--- src/inc/ppb_regs.svh ---
`ifndef PPB_REGS_SVH
`define PPB_REGS_SVH

// ----------------------------------------------------------------
// register byte offsets
// ----------------------------------------------------------------
`define PPB_RT_DATA_OFS     12'h000
`define PPB_RT_CTRL_OFS     12'h004
`define PPB_IN2_DATA_OFS    12'h008
`define PPB_IN2_PU_OFS      12'h00C
`define PPB_P3_DATA_OFS     12'h010
`define PPB_P3_DIR_OFS      12'h014
`define PPB_P3_PU_OFS       12'h018
`define PPB_P4_DATA_OFS     12'h01C
`define PPB_P4_CTRL_OFS     12'h020
`define PPB_P5_DATA_OFS     12'h024
`define PPB_P5_DIR_OFS      12'h028
`define PPB_P5_PU_OFS       12'h02C
`define PPB_P6_DATA_OFS     12'h030
`define PPB_P6_DIR_OFS      12'h034
`define PPB_P6_PU_OFS       12'h038
`define PPB_IN7_DATA_OFS    12'h03C
`define PPB_STATUS_OFS      12'h040

// ----------------------------------------------------------------
// field positions
// ----------------------------------------------------------------
`define PPB_RT_OE_BIT       0
`define PPB_RT_LOW_EN_BIT   1
`define PPB_RT_HIGH_EN_BIT  2
`define PPB_P4_OUT_BIT      0
`define PPB_P4_PU_BIT       1
`define PPB_STAT_NMI_BIT    0
`define PPB_STAT_ROMLESS_BIT 1

// ----------------------------------------------------------------
// reset values
// ----------------------------------------------------------------
`define PPB_DATA_RST        8'h00
`define PPB_DIR_RST         8'h00
`define PPB_PU_RST          8'h00
`define PPB_CTRL_RST        8'h00

`endif

--- src/inc/ppb_pkg.sv ---
package ppb_pkg;

	typedef logic [7:0]  ppb_byte_t;
	typedef logic [11:0] ppb_addr_t;

	// ----------------------------------------------------------------
	// register select decoded from the bus address
	// ----------------------------------------------------------------
	typedef enum logic [4:0]
	{
		PPB_SEL_NONE    = 5'h00,
		PPB_SEL_RT_DATA = 5'h01,
		PPB_SEL_RT_CTRL = 5'h02,
		PPB_SEL_IN2     = 5'h03,
		PPB_SEL_IN2_PU  = 5'h04,
		PPB_SEL_P3_DATA = 5'h05,
		PPB_SEL_P3_DIR  = 5'h06,
		PPB_SEL_P3_PU   = 5'h07,
		PPB_SEL_P4_DATA = 5'h08,
		PPB_SEL_P4_CTRL = 5'h09,
		PPB_SEL_P5_DATA = 5'h0A,
		PPB_SEL_P5_DIR  = 5'h0B,
		PPB_SEL_P5_PU   = 5'h0C,
		PPB_SEL_P6_DATA = 5'h0D,
		PPB_SEL_P6_DIR  = 5'h0E,
		PPB_SEL_P6_PU   = 5'h0F,
		PPB_SEL_IN7     = 5'h10,
		PPB_SEL_STATUS  = 5'h11
	} ppb_sel_t;

endpackage

--- src/rtl/ppb_sync.sv ---
// two-stage synchroniser for a bus of pin levels
module ppb_sync
#(
	parameter int WIDTH = 8
)
(
	// clock and reset
	input  wire logic             clk,
	input  wire logic             sys_rst,
	// levels
	input  wire logic [WIDTH-1:0] async_in,
	output logic      [WIDTH-1:0] sync_out
);

	logic [WIDTH-1:0] stage_one;

	always_ff @(posedge clk)
	begin
		if (sys_rst)
		begin
			stage_one <= '0;
			sync_out  <= '0;
		end
		else
		begin
			stage_one <= async_in;
			sync_out  <= stage_one;
		end
	end

endmodule // ppb_sync

--- src/rtl/ppb_bidir_port.sv ---
`include "ppb_regs.svh"

// one 8-bit port: latch, per-bit direction, per-bit pull-up enable
module ppb_bidir_port
(
	// clock and reset
	input  wire logic              clk,
	input  wire logic              sys_rst,
	// register writes
	input  wire logic              wr_data,
	input  wire logic              wr_dir,
	input  wire logic              wr_pu,
	input  wire ppb_pkg::ppb_byte_t wdata,
	// masks fixing what the port can do
	input  wire ppb_pkg::ppb_byte_t out_only,
	input  wire ppb_pkg::ppb_byte_t avail,
	// pins
	input  wire ppb_pkg::ppb_byte_t pin_sync,
	output ppb_pkg::ppb_byte_t      pin_out,
	output ppb_pkg::ppb_byte_t      pin_oe,
	output ppb_pkg::ppb_byte_t      pull_en,
	// software view
	output ppb_pkg::ppb_byte_t      latch,
	output ppb_pkg::ppb_byte_t      dir,
	output ppb_pkg::ppb_byte_t      pu,
	output ppb_pkg::ppb_byte_t      rd_value
);
	import ppb_pkg::*;

	ppb_byte_t eff_out;

	// latch is written whatever the direction
	always_ff @(posedge clk)
	begin
		if (sys_rst)
		begin
			latch <= `PPB_DATA_RST;
			dir   <= `PPB_DIR_RST;
			pu    <= `PPB_PU_RST;
		end
		else
		begin
			if (wr_data)
				latch <= wdata;
			if (wr_dir)
				dir <= wdata;
			if (wr_pu)
				pu <= wdata;
		end
	end

	// unavailable bits never drive and never pull
	assign eff_out  = (dir | out_only) & avail;
	assign pin_out  = latch & eff_out;
	assign pin_oe   = eff_out;
	assign pull_en  = pu & ~eff_out & avail;
	// pin level for inputs, latch for outputs
	assign rd_value = ((latch & eff_out) | (pin_sync & ~eff_out)) & avail;

endmodule // ppb_bidir_port

--- src/rtl/ppb_port_bank.sv ---
// Local design decisions: the register addresses and register access over APB.
`include "ppb_regs.svh"

module ppb_port_bank
(
	// clock and reset
	input  wire logic               clk,
	input  wire logic               sys_rst,
	// apb slave
	input  wire logic               psel,
	input  wire logic               penable,
	input  wire logic               pwrite,
	input  wire ppb_pkg::ppb_addr_t paddr,
	input  wire logic [31:0]        pwdata,
	input  wire logic [3:0]         pstrb,
	output logic [31:0]             prdata,
	output logic                    pready,
	output logic                    pslverr,
	// variant strap, high for the variant without program memory
	input  wire logic               romless,
	// realtime output triggers, one-cycle pulses from the timer
	input  wire logic               rt_low_trig,
	input  wire logic               rt_high_trig,
	// output-only port
	output ppb_pkg::ppb_byte_t      rt_output_port,
	output ppb_pkg::ppb_byte_t      rt_output_port_oe,
	// input port two
	input  wire ppb_pkg::ppb_byte_t input_port_two,
	output logic [5:0]              upper_six_input_bits_pull_en,
	// bidirectional port three
	input  wire ppb_pkg::ppb_byte_t bidir_port_three_in,
	output ppb_pkg::ppb_byte_t      bidir_port_three_out,
	output ppb_pkg::ppb_byte_t      bidir_port_three_oe,
	output ppb_pkg::ppb_byte_t      bidir_port_three_pull_en,
	// bidirectional port four
	input  wire ppb_pkg::ppb_byte_t bidir_port_four_in,
	output ppb_pkg::ppb_byte_t      bidir_port_four_out,
	output ppb_pkg::ppb_byte_t      bidir_port_four_oe,
	output ppb_pkg::ppb_byte_t      bidir_port_four_pull_en,
	// bidirectional port five
	input  wire ppb_pkg::ppb_byte_t bidir_port_five_in,
	output ppb_pkg::ppb_byte_t      bidir_port_five_out,
	output ppb_pkg::ppb_byte_t      bidir_port_five_oe,
	output ppb_pkg::ppb_byte_t      bidir_port_five_pull_en,
	// mixed port six
	input  wire ppb_pkg::ppb_byte_t mixed_port_six_in,
	output ppb_pkg::ppb_byte_t      mixed_port_six_out,
	output ppb_pkg::ppb_byte_t      mixed_port_six_oe,
	output ppb_pkg::ppb_byte_t      mixed_port_six_pull_en,
	// analog-shared input port
	input  wire logic [5:0]         analog_shared_input_port
);
	import ppb_pkg::*;

	// ----------------------------------------------------------------
	// pin synchronisers
	// ----------------------------------------------------------------
	ppb_byte_t  in2_sync;
	ppb_byte_t  p3_sync;
	ppb_byte_t  p4_sync;
	ppb_byte_t  p5_sync;
	ppb_byte_t  p6_sync;
	logic [5:0] in7_sync;

	ppb_sync #(.WIDTH(8)) u_sync_in2 (.clk(clk), .sys_rst(sys_rst),
		.async_in(input_port_two), .sync_out(in2_sync));
	ppb_sync #(.WIDTH(8)) u_sync_p3 (.clk(clk), .sys_rst(sys_rst),
		.async_in(bidir_port_three_in), .sync_out(p3_sync));
	ppb_sync #(.WIDTH(8)) u_sync_p4 (.clk(clk), .sys_rst(sys_rst),
		.async_in(bidir_port_four_in), .sync_out(p4_sync));
	ppb_sync #(.WIDTH(8)) u_sync_p5 (.clk(clk), .sys_rst(sys_rst),
		.async_in(bidir_port_five_in), .sync_out(p5_sync));
	ppb_sync #(.WIDTH(8)) u_sync_p6 (.clk(clk), .sys_rst(sys_rst),
		.async_in(mixed_port_six_in), .sync_out(p6_sync));
	ppb_sync #(.WIDTH(6)) u_sync_in7 (.clk(clk), .sys_rst(sys_rst),
		.async_in(analog_shared_input_port), .sync_out(in7_sync));

	// ----------------------------------------------------------------
	// bus decode
	// ----------------------------------------------------------------
	ppb_sel_t sel;
	logic     wr_en;
	logic     rd_ok;
	logic     ro_reg;

	// byte lane 0 carries all data; other lanes are ignored
	assign wr_en = psel & penable & pwrite & pstrb[0];

	assign sel =
		(paddr == `PPB_RT_DATA_OFS)  ? PPB_SEL_RT_DATA :
		(paddr == `PPB_RT_CTRL_OFS)  ? PPB_SEL_RT_CTRL :
		(paddr == `PPB_IN2_DATA_OFS) ? PPB_SEL_IN2 :
		(paddr == `PPB_IN2_PU_OFS)   ? PPB_SEL_IN2_PU :
		(paddr == `PPB_P3_DATA_OFS)  ? PPB_SEL_P3_DATA :
		(paddr == `PPB_P3_DIR_OFS)   ? PPB_SEL_P3_DIR :
		(paddr == `PPB_P3_PU_OFS)    ? PPB_SEL_P3_PU :
		(paddr == `PPB_P4_DATA_OFS)  ? PPB_SEL_P4_DATA :
		(paddr == `PPB_P4_CTRL_OFS)  ? PPB_SEL_P4_CTRL :
		(paddr == `PPB_P5_DATA_OFS)  ? PPB_SEL_P5_DATA :
		(paddr == `PPB_P5_DIR_OFS)   ? PPB_SEL_P5_DIR :
		(paddr == `PPB_P5_PU_OFS)    ? PPB_SEL_P5_PU :
		(paddr == `PPB_P6_DATA_OFS)  ? PPB_SEL_P6_DATA :
		(paddr == `PPB_P6_DIR_OFS)   ? PPB_SEL_P6_DIR :
		(paddr == `PPB_P6_PU_OFS)    ? PPB_SEL_P6_PU :
		(paddr == `PPB_IN7_DATA_OFS) ? PPB_SEL_IN7 :
		(paddr == `PPB_STATUS_OFS)   ? PPB_SEL_STATUS : PPB_SEL_NONE;

	assign ro_reg = (sel == PPB_SEL_IN2) || (sel == PPB_SEL_IN7) || (sel == PPB_SEL_STATUS);
	assign rd_ok  = (sel != PPB_SEL_NONE);

	// zero-wait slave; unmapped access or write to a read-only word errors
	assign pready  = 1'b1;
	assign pslverr = psel & penable & (~rd_ok | (pwrite & ro_reg));

	// ----------------------------------------------------------------
	// variant strap, synchronised and tracked continuously after reset release
	// ----------------------------------------------------------------
	logic romless_sync;
	logic romless_q;

	ppb_sync #(.WIDTH(1)) u_sync_strap (.clk(clk), .sys_rst(sys_rst),
		.async_in(romless), .sync_out(romless_sync));

	always_ff @(posedge clk)
	begin
		if (sys_rst)
			romless_q <= 1'b0;
		else
			romless_q <= romless_sync;
	end

	// ----------------------------------------------------------------
	// realtime output port
	// ----------------------------------------------------------------
	ppb_byte_t rt_buf;
	ppb_byte_t rt_latch;
	ppb_byte_t rt_ctrl;
	ppb_byte_t next_rt_latch;
	logic      rt_low_rt;
	logic      rt_high_rt;

	assign rt_low_rt  = rt_ctrl[`PPB_RT_LOW_EN_BIT];
	assign rt_high_rt = rt_ctrl[`PPB_RT_HIGH_EN_BIT];

	// each nibble either follows software or loads its buffer on its own trigger
	assign next_rt_latch[3:0] =
		(rt_low_rt && rt_low_trig) ? rt_buf[3:0] :
		(!rt_low_rt && wr_en && sel == PPB_SEL_RT_DATA) ? pwdata[3:0] : rt_latch[3:0];
	assign next_rt_latch[7:4] =
		(rt_high_rt && rt_high_trig) ? rt_buf[7:4] :
		(!rt_high_rt && wr_en && sel == PPB_SEL_RT_DATA) ? pwdata[7:4] : rt_latch[7:4];

	always_ff @(posedge clk)
	begin
		if (sys_rst)
		begin
			rt_buf   <= `PPB_DATA_RST;
			rt_latch <= `PPB_DATA_RST;
			rt_ctrl  <= `PPB_CTRL_RST;
		end
		else
		begin
			rt_latch <= next_rt_latch;
			if (wr_en && sel == PPB_SEL_RT_DATA)
				rt_buf <= pwdata[7:0];
			if (wr_en && sel == PPB_SEL_RT_CTRL)
				rt_ctrl <= {5'h00, pwdata[2:0]};
		end
	end

	// output-only: all eight bits driven or floated together
	assign rt_output_port    = rt_latch;
	assign rt_output_port_oe = {8{rt_ctrl[`PPB_RT_OE_BIT]}};

	// ----------------------------------------------------------------
	// input port two
	// ----------------------------------------------------------------
	logic in2_pu;

	always_ff @(posedge clk)
	begin
		if (sys_rst)
			in2_pu <= 1'b0;
		else if (wr_en && sel == PPB_SEL_IN2_PU)
			in2_pu <= pwdata[0];
	end

	assign upper_six_input_bits_pull_en = {6{in2_pu}};

	// ----------------------------------------------------------------
	// bidirectional ports
	// ----------------------------------------------------------------
	ppb_byte_t p3_latch, p3_dir, p3_pu, p3_rd;
	ppb_byte_t p4_latch, p4_dir, p4_pu, p4_rd;
	ppb_byte_t p5_latch, p5_dir, p5_pu, p5_rd;
	ppb_byte_t p6_latch, p6_dir, p6_pu, p6_rd;
	ppb_byte_t p4_wdata;
	ppb_byte_t p45_avail;
	ppb_byte_t p6_avail;
	logic      p4_ctrl_wr;

	// romless variant: ports four, five and the two strobe bits go away
	assign p45_avail = romless_q ? 8'h00 : 8'hFF;
	assign p6_avail  = romless_q ? 8'hCF : 8'hFF;

	// per-bit direction and per-bit pull-up
	ppb_bidir_port u_port_three (
		.clk(clk), .sys_rst(sys_rst),
		.wr_data(wr_en && sel == PPB_SEL_P3_DATA),
		.wr_dir(wr_en && sel == PPB_SEL_P3_DIR),
		.wr_pu(wr_en && sel == PPB_SEL_P3_PU),
		.wdata(pwdata[7:0]), .out_only(8'h00), .avail(8'hFF),
		.pin_sync(p3_sync), .pin_out(bidir_port_three_out),
		.pin_oe(bidir_port_three_oe), .pull_en(bidir_port_three_pull_en),
		.latch(p3_latch), .dir(p3_dir), .pu(p3_pu), .rd_value(p3_rd));

	// one control word fans out to all eight direction and pull-up bits
	assign p4_ctrl_wr = wr_en && sel == PPB_SEL_P4_CTRL;
	assign p4_wdata   = p4_ctrl_wr ? {8{pwdata[`PPB_P4_OUT_BIT]}} : pwdata[7:0];

	ppb_bidir_port u_port_four (
		.clk(clk), .sys_rst(sys_rst),
		.wr_data(wr_en && sel == PPB_SEL_P4_DATA),
		.wr_dir(p4_ctrl_wr), .wr_pu(1'b0),
		.wdata(p4_wdata), .out_only(8'h00), .avail(p45_avail),
		.pin_sync(p4_sync), .pin_out(bidir_port_four_out),
		.pin_oe(bidir_port_four_oe), .pull_en(),
		.latch(p4_latch), .dir(p4_dir), .pu(), .rd_value(p4_rd));

	logic p4_pu_grp;

	always_ff @(posedge clk)
	begin
		if (sys_rst)
			p4_pu_grp <= 1'b0;
		else if (p4_ctrl_wr)
			p4_pu_grp <= pwdata[`PPB_P4_PU_BIT];
	end

	assign p4_pu = {8{p4_pu_grp}};
	// group pull-up only reaches bits in input mode
	assign bidir_port_four_pull_en = p4_pu & ~bidir_port_four_oe & p45_avail;

	// per-bit direction; pull-up register is one bit broadcast
	ppb_bidir_port u_port_five (
		.clk(clk), .sys_rst(sys_rst),
		.wr_data(wr_en && sel == PPB_SEL_P5_DATA),
		.wr_dir(wr_en && sel == PPB_SEL_P5_DIR),
		.wr_pu(wr_en && sel == PPB_SEL_P5_PU),
		.wdata(sel == PPB_SEL_P5_PU ? {8{pwdata[0]}} : pwdata[7:0]),
		.out_only(8'h00), .avail(p45_avail),
		.pin_sync(p5_sync), .pin_out(bidir_port_five_out),
		.pin_oe(bidir_port_five_oe), .pull_en(bidir_port_five_pull_en),
		.latch(p5_latch), .dir(p5_dir), .pu(p5_pu), .rd_value(p5_rd));

	// low nibble forced output, high nibble per-bit
	ppb_bidir_port u_port_six (
		.clk(clk), .sys_rst(sys_rst),
		.wr_data(wr_en && sel == PPB_SEL_P6_DATA),
		.wr_dir(wr_en && sel == PPB_SEL_P6_DIR),
		.wr_pu(wr_en && sel == PPB_SEL_P6_PU),
		.wdata(sel == PPB_SEL_P6_DATA ? pwdata[7:0] : {pwdata[7:4], 4'h0}),
		.out_only(8'h0F), .avail(p6_avail),
		.pin_sync(p6_sync), .pin_out(mixed_port_six_out),
		.pin_oe(mixed_port_six_oe), .pull_en(mixed_port_six_pull_en),
		.latch(p6_latch), .dir(p6_dir), .pu(p6_pu), .rd_value(p6_rd));

	// ----------------------------------------------------------------
	// read mux
	// ----------------------------------------------------------------
	ppb_byte_t rd_byte;
	ppb_byte_t status;

	// interrupt input level stays visible though the bit is no port bit
	assign status = {6'h00, romless_q, in2_sync[0]};

	assign rd_byte =
		(sel == PPB_SEL_RT_DATA) ? rt_latch :
		(sel == PPB_SEL_RT_CTRL) ? rt_ctrl :
		(sel == PPB_SEL_IN2)     ? {in2_sync[7:1], 1'b0} :
		(sel == PPB_SEL_IN2_PU)  ? {7'h00, in2_pu} :
		(sel == PPB_SEL_P3_DATA) ? p3_rd :
		(sel == PPB_SEL_P3_DIR)  ? p3_dir :
		(sel == PPB_SEL_P3_PU)   ? p3_pu :
		(sel == PPB_SEL_P4_DATA) ? p4_rd :
		(sel == PPB_SEL_P4_CTRL) ? {6'h00, p4_pu_grp, p4_dir[0]} :
		(sel == PPB_SEL_P5_DATA) ? p5_rd :
		(sel == PPB_SEL_P5_DIR)  ? p5_dir :
		(sel == PPB_SEL_P5_PU)   ? {7'h00, p5_pu[0]} :
		(sel == PPB_SEL_P6_DATA) ? p6_rd :
		(sel == PPB_SEL_P6_DIR)  ? (p6_dir | 8'h0F) :
		(sel == PPB_SEL_P6_PU)   ? p6_pu :
		(sel == PPB_SEL_IN7)     ? {2'h0, in7_sync} :
		(sel == PPB_SEL_STATUS)  ? status : 8'h00;

	// read data registered in the setup cycle, valid in the access cycle
	always_ff @(posedge clk)
	begin
		if (sys_rst)
			prdata <= 32'h0000_0000;
		else if (psel && !penable && !pwrite)
			prdata <= {24'h000000, rd_byte};
	end

	logic unused_latches;
	assign unused_latches = ^{p3_latch, p4_latch, p5_latch, p6_latch, pwdata[31:8], pstrb[3:1]};

endmodule // ppb_port_bank

--- config.mk ---
export PLATFORM = sky130hd
export DESIGN_NAME = ppb_port_bank
export DESIGN_NICKNAME = d
export VERILOG_FILES = /design/src/inc/ppb_pkg.sv /design/src/rtl/ppb_sync.sv /design/src/rtl/ppb_bidir_port.sv /design/src/rtl/ppb_port_bank.sv
export VERILOG_INCLUDE_DIRS = /design/src /design/src/inc
export SDC_FILE = /design/constraint.sdc
export NUM_CORES = 1
export LEC_CHECK = 0
export BUFFER_PORTS_ARGS = -buffer_cell sky130_fd_sc_hd__buf_2
export CAP_MARGIN = 30
export CELL_PAD_IN_SITES_DETAIL_PLACEMENT = 1
export CELL_PAD_IN_SITES_GLOBAL_PLACEMENT = 1
export CORE_MARGIN = 10
export CORE_UTILIZATION = 35
export CTS_CLUSTER_SIZE = 10
export DETAILED_ROUTE_END_ITERATION = 12
export PLACE_DENSITY = 0.76
export SYNTH_ARGS = -nofsm -noshare
export SYNTH_HDL_FRONTEND = slang
export SYNTH_SLANG_ARGS = --single-unit
export TNS_END_PERCENT = 50
--- constraint.sdc ---
create_clock -name clk -period 2.1 [get_ports clk]
set_input_delay 0.315 -clock clk [delete_from_list [all_inputs] [get_ports clk]]
set_output_delay 0.315 -clock clk [all_outputs]
set_load 0.01 [all_outputs]
==> out/metrics.yaml, run 1 <==
grt_pass1_wl_um: 54700
slew_violations: 0
r2r-start: "u_port_six.dir[7]"
rsz0062_at_grt: "true"
crit_family: "simple AND/OR/NAND/NOR gates"
htreeDepth: 4
die_h_um: 181
path_buf_inv: 3
vias_per_cell: 5.12
slowest_delay_ps: 600
synthArstFlopShare_pct: 0
p_per_area_nw_per_um2: 680
via_count: 8466
outcome: "finished with violations"
period_needed_ps: 2190
cts_root_buf: "clkbuf_16"
cp_cell_sequence: "buf_6 > or4_4 > nor3_4 > buf_4 > nand3_1 > nand2_1 > a21oi_2 > buf_2"
gr-usage-all-layers_pct: 21.3
netlist_instances: 1062
grt_antenna_before_repair: 0
grt_use_met2_pct: 36.0
diodes: 0
preCtsSetupSlack_ps: -495
gp_congestion: 0.922
cp_max_fo: 6
hold_path_class: "input pin to flip-flop"
worstPathRequired_ps: 1780
core_area_um2: 25300
syn-cell-area_um2: 9020
worst_pin_slew_ps: 645
vdd_ir_drop_max_v: 0.000417
rows: 58
yosysWarnings: 0
n_fill_cell: 3014
synth_edf_count: 0
max_freq_ghz: 0.456
nets: 1412
route.detailed.wl_per_inst_um: 21.7
antenna_left: 0
cp_data_arrival_time_ps: 1880
insertion_delay_ps: 440
cts.path.max_buffers: 2
cp_slowest_cell: "or4_4"
min_to: "u_sync_in7.stage_one[5]"
violations: "negative setup slack"
reg2reg_slack_ps: 30
clock-sinks: 200
drtIter0Drc: 637
start_util_pct: 35.7
met3_usage_pct: 4.70
finClkSkew_ps: 12.5
drt-total-wl_um: 35900
setup_viol: 2
maxCapViolCount: 0
relSlewSlack_pct: 57.0
grt_pass1_vias: 8943
crit_cells: 8
grt_max_degree: 81
dieArea_um2: 32600
yosys-top-cells-area: "dfxtp_1 44%, nor2b_1 8.5%, mux2i_1 5.6%"
io_pins: 254
grtUsageMet1_pct: 26.7
yosysSeqAreaShare_pct: 44.4
endpoint_kind: "output port"
leakagePower_nw: 5.12
firstDrtPassIters: 5
timing.rr.end: "prdata[7]"
clk_pin_slew_ps: 80
holdPathStages: 2
synth_top_area_cell: "dfxtp_1"
top_usage_layer: "met2"
start_kind: "input pin"
synth_top_area_share_pct: 44.4
path_class: "input pin to output port"
post-route-drc-count: 0
worst_slack_ps: -94.7
numCtsBuffers: 17
tritoncts: "done"
port_buffers: 189
syn_avg_cell_area_um2: 8.49
area_growth_pct: 29.0
reg2regPathDepth: 7
hp-start: "analog_shared_input_port[5]"
synth_seq_cells: 200
fp.dieW_um: 181
finalCritPeriodShare_pct: 105
synth_flop_cell: "dfxtp_1"
drive_gt1_share_pct: 29.3
synth.distinct_cells: 60
hold_ws_ps: 78.4
cts_hold_buf: 0
finalHoldViolCount: 0
hpwlAfterDp_um: 27300
grt_overflow: 0
## cells in the final DEF, fill, tap and decap left out, types with 10 or more instances in the layout
master,instances
dfxtp_1,199
buf_2,186
nor2b_1,123
buf_4,123
nand2_1,110
nor2_1,90
a21oi_1,85
mux2i_1,50
o21ai_0,36
and2_1,33
conb_1,33
nand3_1,32
a211oi_1,18
clkbuf_16,17
nor3b_1,11
a31oi_1,10
## report_power, final
part           internal (mW)  switching, mW  leakage [nW]
registers               3.87         0.0364          1.63
clock network           1.71           1.69         0.290
logic                  0.231          0.371          3.20
total                   5.82           2.09          5.12
## cells in the mapped netlist, types with 3 or more instances
cell type  instances
a211oi_1          20
a21oi_1           86
a221oi_1           6
a22oi_1            7
a311oi_1           9
a31oi_1           10
a32oi_1            4
and2_1            33
and3_1             8
buf_1              4
buf_2             12
buf_4             55
clkbuf_1          50
dfxtp_1          200
inv_1              9
mux2i_1           50
nand2_1          113
nand2b_1           9
nand3_1           32
nand3b_1           3
nand4_1            3
nor2_1            92
nor2b_1          123
nor3_1             9
nor3_2             3
nor3b_1           11
nor4_1             5
o211ai_1           4
o21ai_0           39
o221ai_1           4
o22ai_1            3
o32ai_1            3
or3_1              4
## worst register-to-register path, delay by kind of cell, from the launching register on
kind,cells,cell delay (ps)
compound gates,6,1280
flops,1,340
mux,1,340
## timing repair
item | 4_1_cts | 5_1_grt
gates resized for setup | 5 | 12
pin swaps | 6 | 5
buffers inserted | 9 | 2
setup endpoints to repair | 2 | 27
## cell families (layout without fill, tap and decap cells)
family | count (synthesis) | in the layout | synth area share (%)
DFF | 200 | 200 | 44.4
other | 2 | 33 | 0.0833
muxes | 52 | 52 | 5.80
xor gates and xnor gates | 1 | 1 | 0.0972
buffers and inverters | 132 | 362 | 7.98
and+or+nand+nor | 464 | 464 | 27.0
AOI/OAI and AO/OA | 211 | 211 | 14.6
## area by class of cell
class / instances / area, um2 / area share (%)
inverter: 9 / 33.8 / 0.291
tap: 330 / 413 / 3.55
timing repair buffer: 321 / 2060 / 17.7
multi-input combinational: 761 / 4510 / 38.7
sequential: 200 / 4010 / 34.4
clock inverter: 15 / 185 / 1.59
clock buffer: 17 / 425 / 3.66
## how the worst max path moves through the flow
stage	startpoint	endpoint	slack [ps]
finish	paddr[10]	pslverr	-90
CTS	paddr[10]	pslverr	-90
detailed placement	paddr[9]	prdata[7]	-500
global placement	paddr[11]	prdata[7]	-520
global route	paddr[10]	pslverr	-170
floorplan	paddr[9]	pslverr	-4
## metrics by stage
stage	std cells	cell area [um2]	power, mW	util [%]	TNS, ps
2_1_floorplan	1093	9180	4.32	-	-19.5
3_3_place_gp	1612	10900	4.57	43.1	-11530
3_5_place_dp	1612	10900	4.58	43.1	-12500
4_1_cts	1653	11600	7.95	45.8	-93.4
5_1_grt	1653	11600	8.21	46.0	-247
6_report	1653	11600	7.91	46.0	-116
## metal layers
layer	routed length [um]	up-vias
met5	0	-
met4	590	0
met3	2050	31
met2	17400	270
met1	15800	4122
li1	-	4043
Note: power is estimated with default switching activity, not from simulation.
==> inputs of run 2 (changes only) <==
--- a/config.mk
+++ b/config.mk
@@ -10,6 +10,7 @@
 export CAP_MARGIN = 30
 export CELL_PAD_IN_SITES_DETAIL_PLACEMENT = 1
 export CELL_PAD_IN_SITES_GLOBAL_PLACEMENT = 1
+export CORE_ASPECT_RATIO = 0.9
 export CORE_MARGIN = 10
 export CORE_UTILIZATION = 35
 export CTS_CLUSTER_SIZE = 10
==> out/metrics.yaml, run 2 (same netlist as run 1, synthesis figures left out) <==
finalHoldViolCount: 0
cts.path.max_buffers: 2
reg2reg_slack_ps: 150
htreeDepth: 4
finalCritPeriodShare_pct: 106
gp_congestion: 1.01
numCtsBuffers: 17
r2r-start: "romless_q"
holdPathStages: 2
drt-total-wl_um: 35100
slowest_delay_ps: 600
crit_top_cell: "buf_6"
cp_slowest_cell: "or4_4"
p_per_area_nw_per_um2: 679
route.detailed.wl_per_inst_um: 21.1
fp.dieW_um: 189
cp_max_fo: 4
gr-usage-all-layers_pct: 21.1
rsz0062_at_grt: "true"
cp_data_arrival_time_ps: 1900
crit_family: "simple AND/OR/NAND/NOR gates"
grt_antenna_before_repair: 0
hp-start: "romless"
insertion_delay_ps: 440
leakagePower_nw: 5.12
n_fill_cell: 3079
worstPathRequired_ps: 1780
diodes: 0
relSlewSlack_pct: 56.2
outcome: "finished with violations"
antenna_left: 0
grt_pass1_vias: 9011
timing.rr.end: "prdata[3]"
period_needed_ps: 2220
cts_root_buf: "clkbuf_16"
vdd_ir_drop_max_v: 0.000358
worst_slack_ps: -118
tritoncts: "done"
cts_hold_buf: 0
hold_path_class: "input pin to flip-flop"
core_area_um2: 25300
start_kind: "input pin"
dieArea_um2: 32600
endpoint_kind: "output port"
path_buf_inv: 3
hold_ws_ps: 81.5
clk_pin_slew_ps: 70
start_util_pct: 35.7
die_h_um: 172
drive_gt1_share_pct: 29.3
reg2regPathDepth: 6
grt_max_degree: 78
rows: 55
post-route-drc-count: 0
violations: "negative setup slack"
path_class: "input pin to output port"
setup_viol: 1
min_to: "u_sync_strap.stage_one"
final_common_cell: "dfxtp_1"
firstDrtPassIters: 4
slew_violations: 0
drtIter0Drc: 500
vias_per_cell: 5.10
io_pins: 254
maxCapViolCount: 0
worst_pin_slew_ps: 657
port_buffers: 189
via_count: 8500
clock-sinks: 200
cp_cell_sequence: "buf_6 > or4_4 > nor3_4 > buf_6 > nand2_4 > nor2_4 > o21ai_2 > a21oi_2 > buf_2"
area_growth_pct: 29.4
max_freq_ghz: 0.451
finClkSkew_ps: 10.9
grt_pass1_wl_um: 52900
nets: 1414
layout_common_cells: "200 x dfxtp_1, 186 x buf_2, 124 x buf_4"
fin_setup_tns_ps: -118
grt_overflow: 0
hpwlAfterDp_um: 26600
run 2: cell types whose count changed in the layout (fill, tap and decap cells not counted), sizes merged:
cell,change
clkbuf,+4
clkinv,-4
buf,+2
run 2: how the worst max path moves through the flow:
stage / from / to / slack [ps] / cells after the start
after floorplan: paddr[9] / pslverr / -4 / 8
after global placement: paddr[1] / prdata[7] / -280 / 10
after detailed placement: paddr[1] / prdata[7] / -380 / 10
after CTS: paddr[10] / pslverr / -90 / 9
after global routing: paddr[10] / pslverr / -180 / 9
final: paddr[10] / pslverr / -120 / 9
run 2: cell type report:
type / instances / area, um2 / area share, %
clock buffer: 21 / 480 / 4.12
clock inverter: 11 / 128 / 1.09
inverter: 9 / 33.8 / 0.290
multi-input combinational: 761 / 4510 / 38.6
sequential: 200 / 4000 / 34.3
tap: 342 / 428 / 3.67
timing repair buffer: 323 / 2090 / 17.9
run 2: per-layer routing:
layer  up-vias  global-route usage [%]  wire length (um)
met5         -                       0                 0
met2       253                    35.1             16800
li1       4038                       -                 -
met3        44                    5.18              2060
met4         0                    7.45               786
met1      4165                    26.1             15500
run 2: timing repair:
action / CTS / global route
setup endpoints to repair: 1 / 5
resized for setup: 10 / 6
setup buffers: 4 / 0
pin swaps: 6 / 2
run 2: stage by stage:
step                utilization (%)  area, um2  instances  worst slack (ps)  power [mW]
CTS                            46.1      11600       1667             -85.0        7.97
global route                   46.2      11700       1667              -185        8.19
global placement               43.4      11000       1631              -276        4.58
finish                         46.2      11700       1667              -118        7.92
floorplan                         -       9180       1093             -4.18        4.32
detailed placement             43.4      11000       1631              -384        4.59
run 2: power breakdown:
group	internal (mW)	switching [mW]	leakage (nW)	total, mW
sequential	3.87	0.0326	1.63	3.90
combinational	0.240	0.375	3.19	0.615
clock	1.81	1.59	0.294	3.40
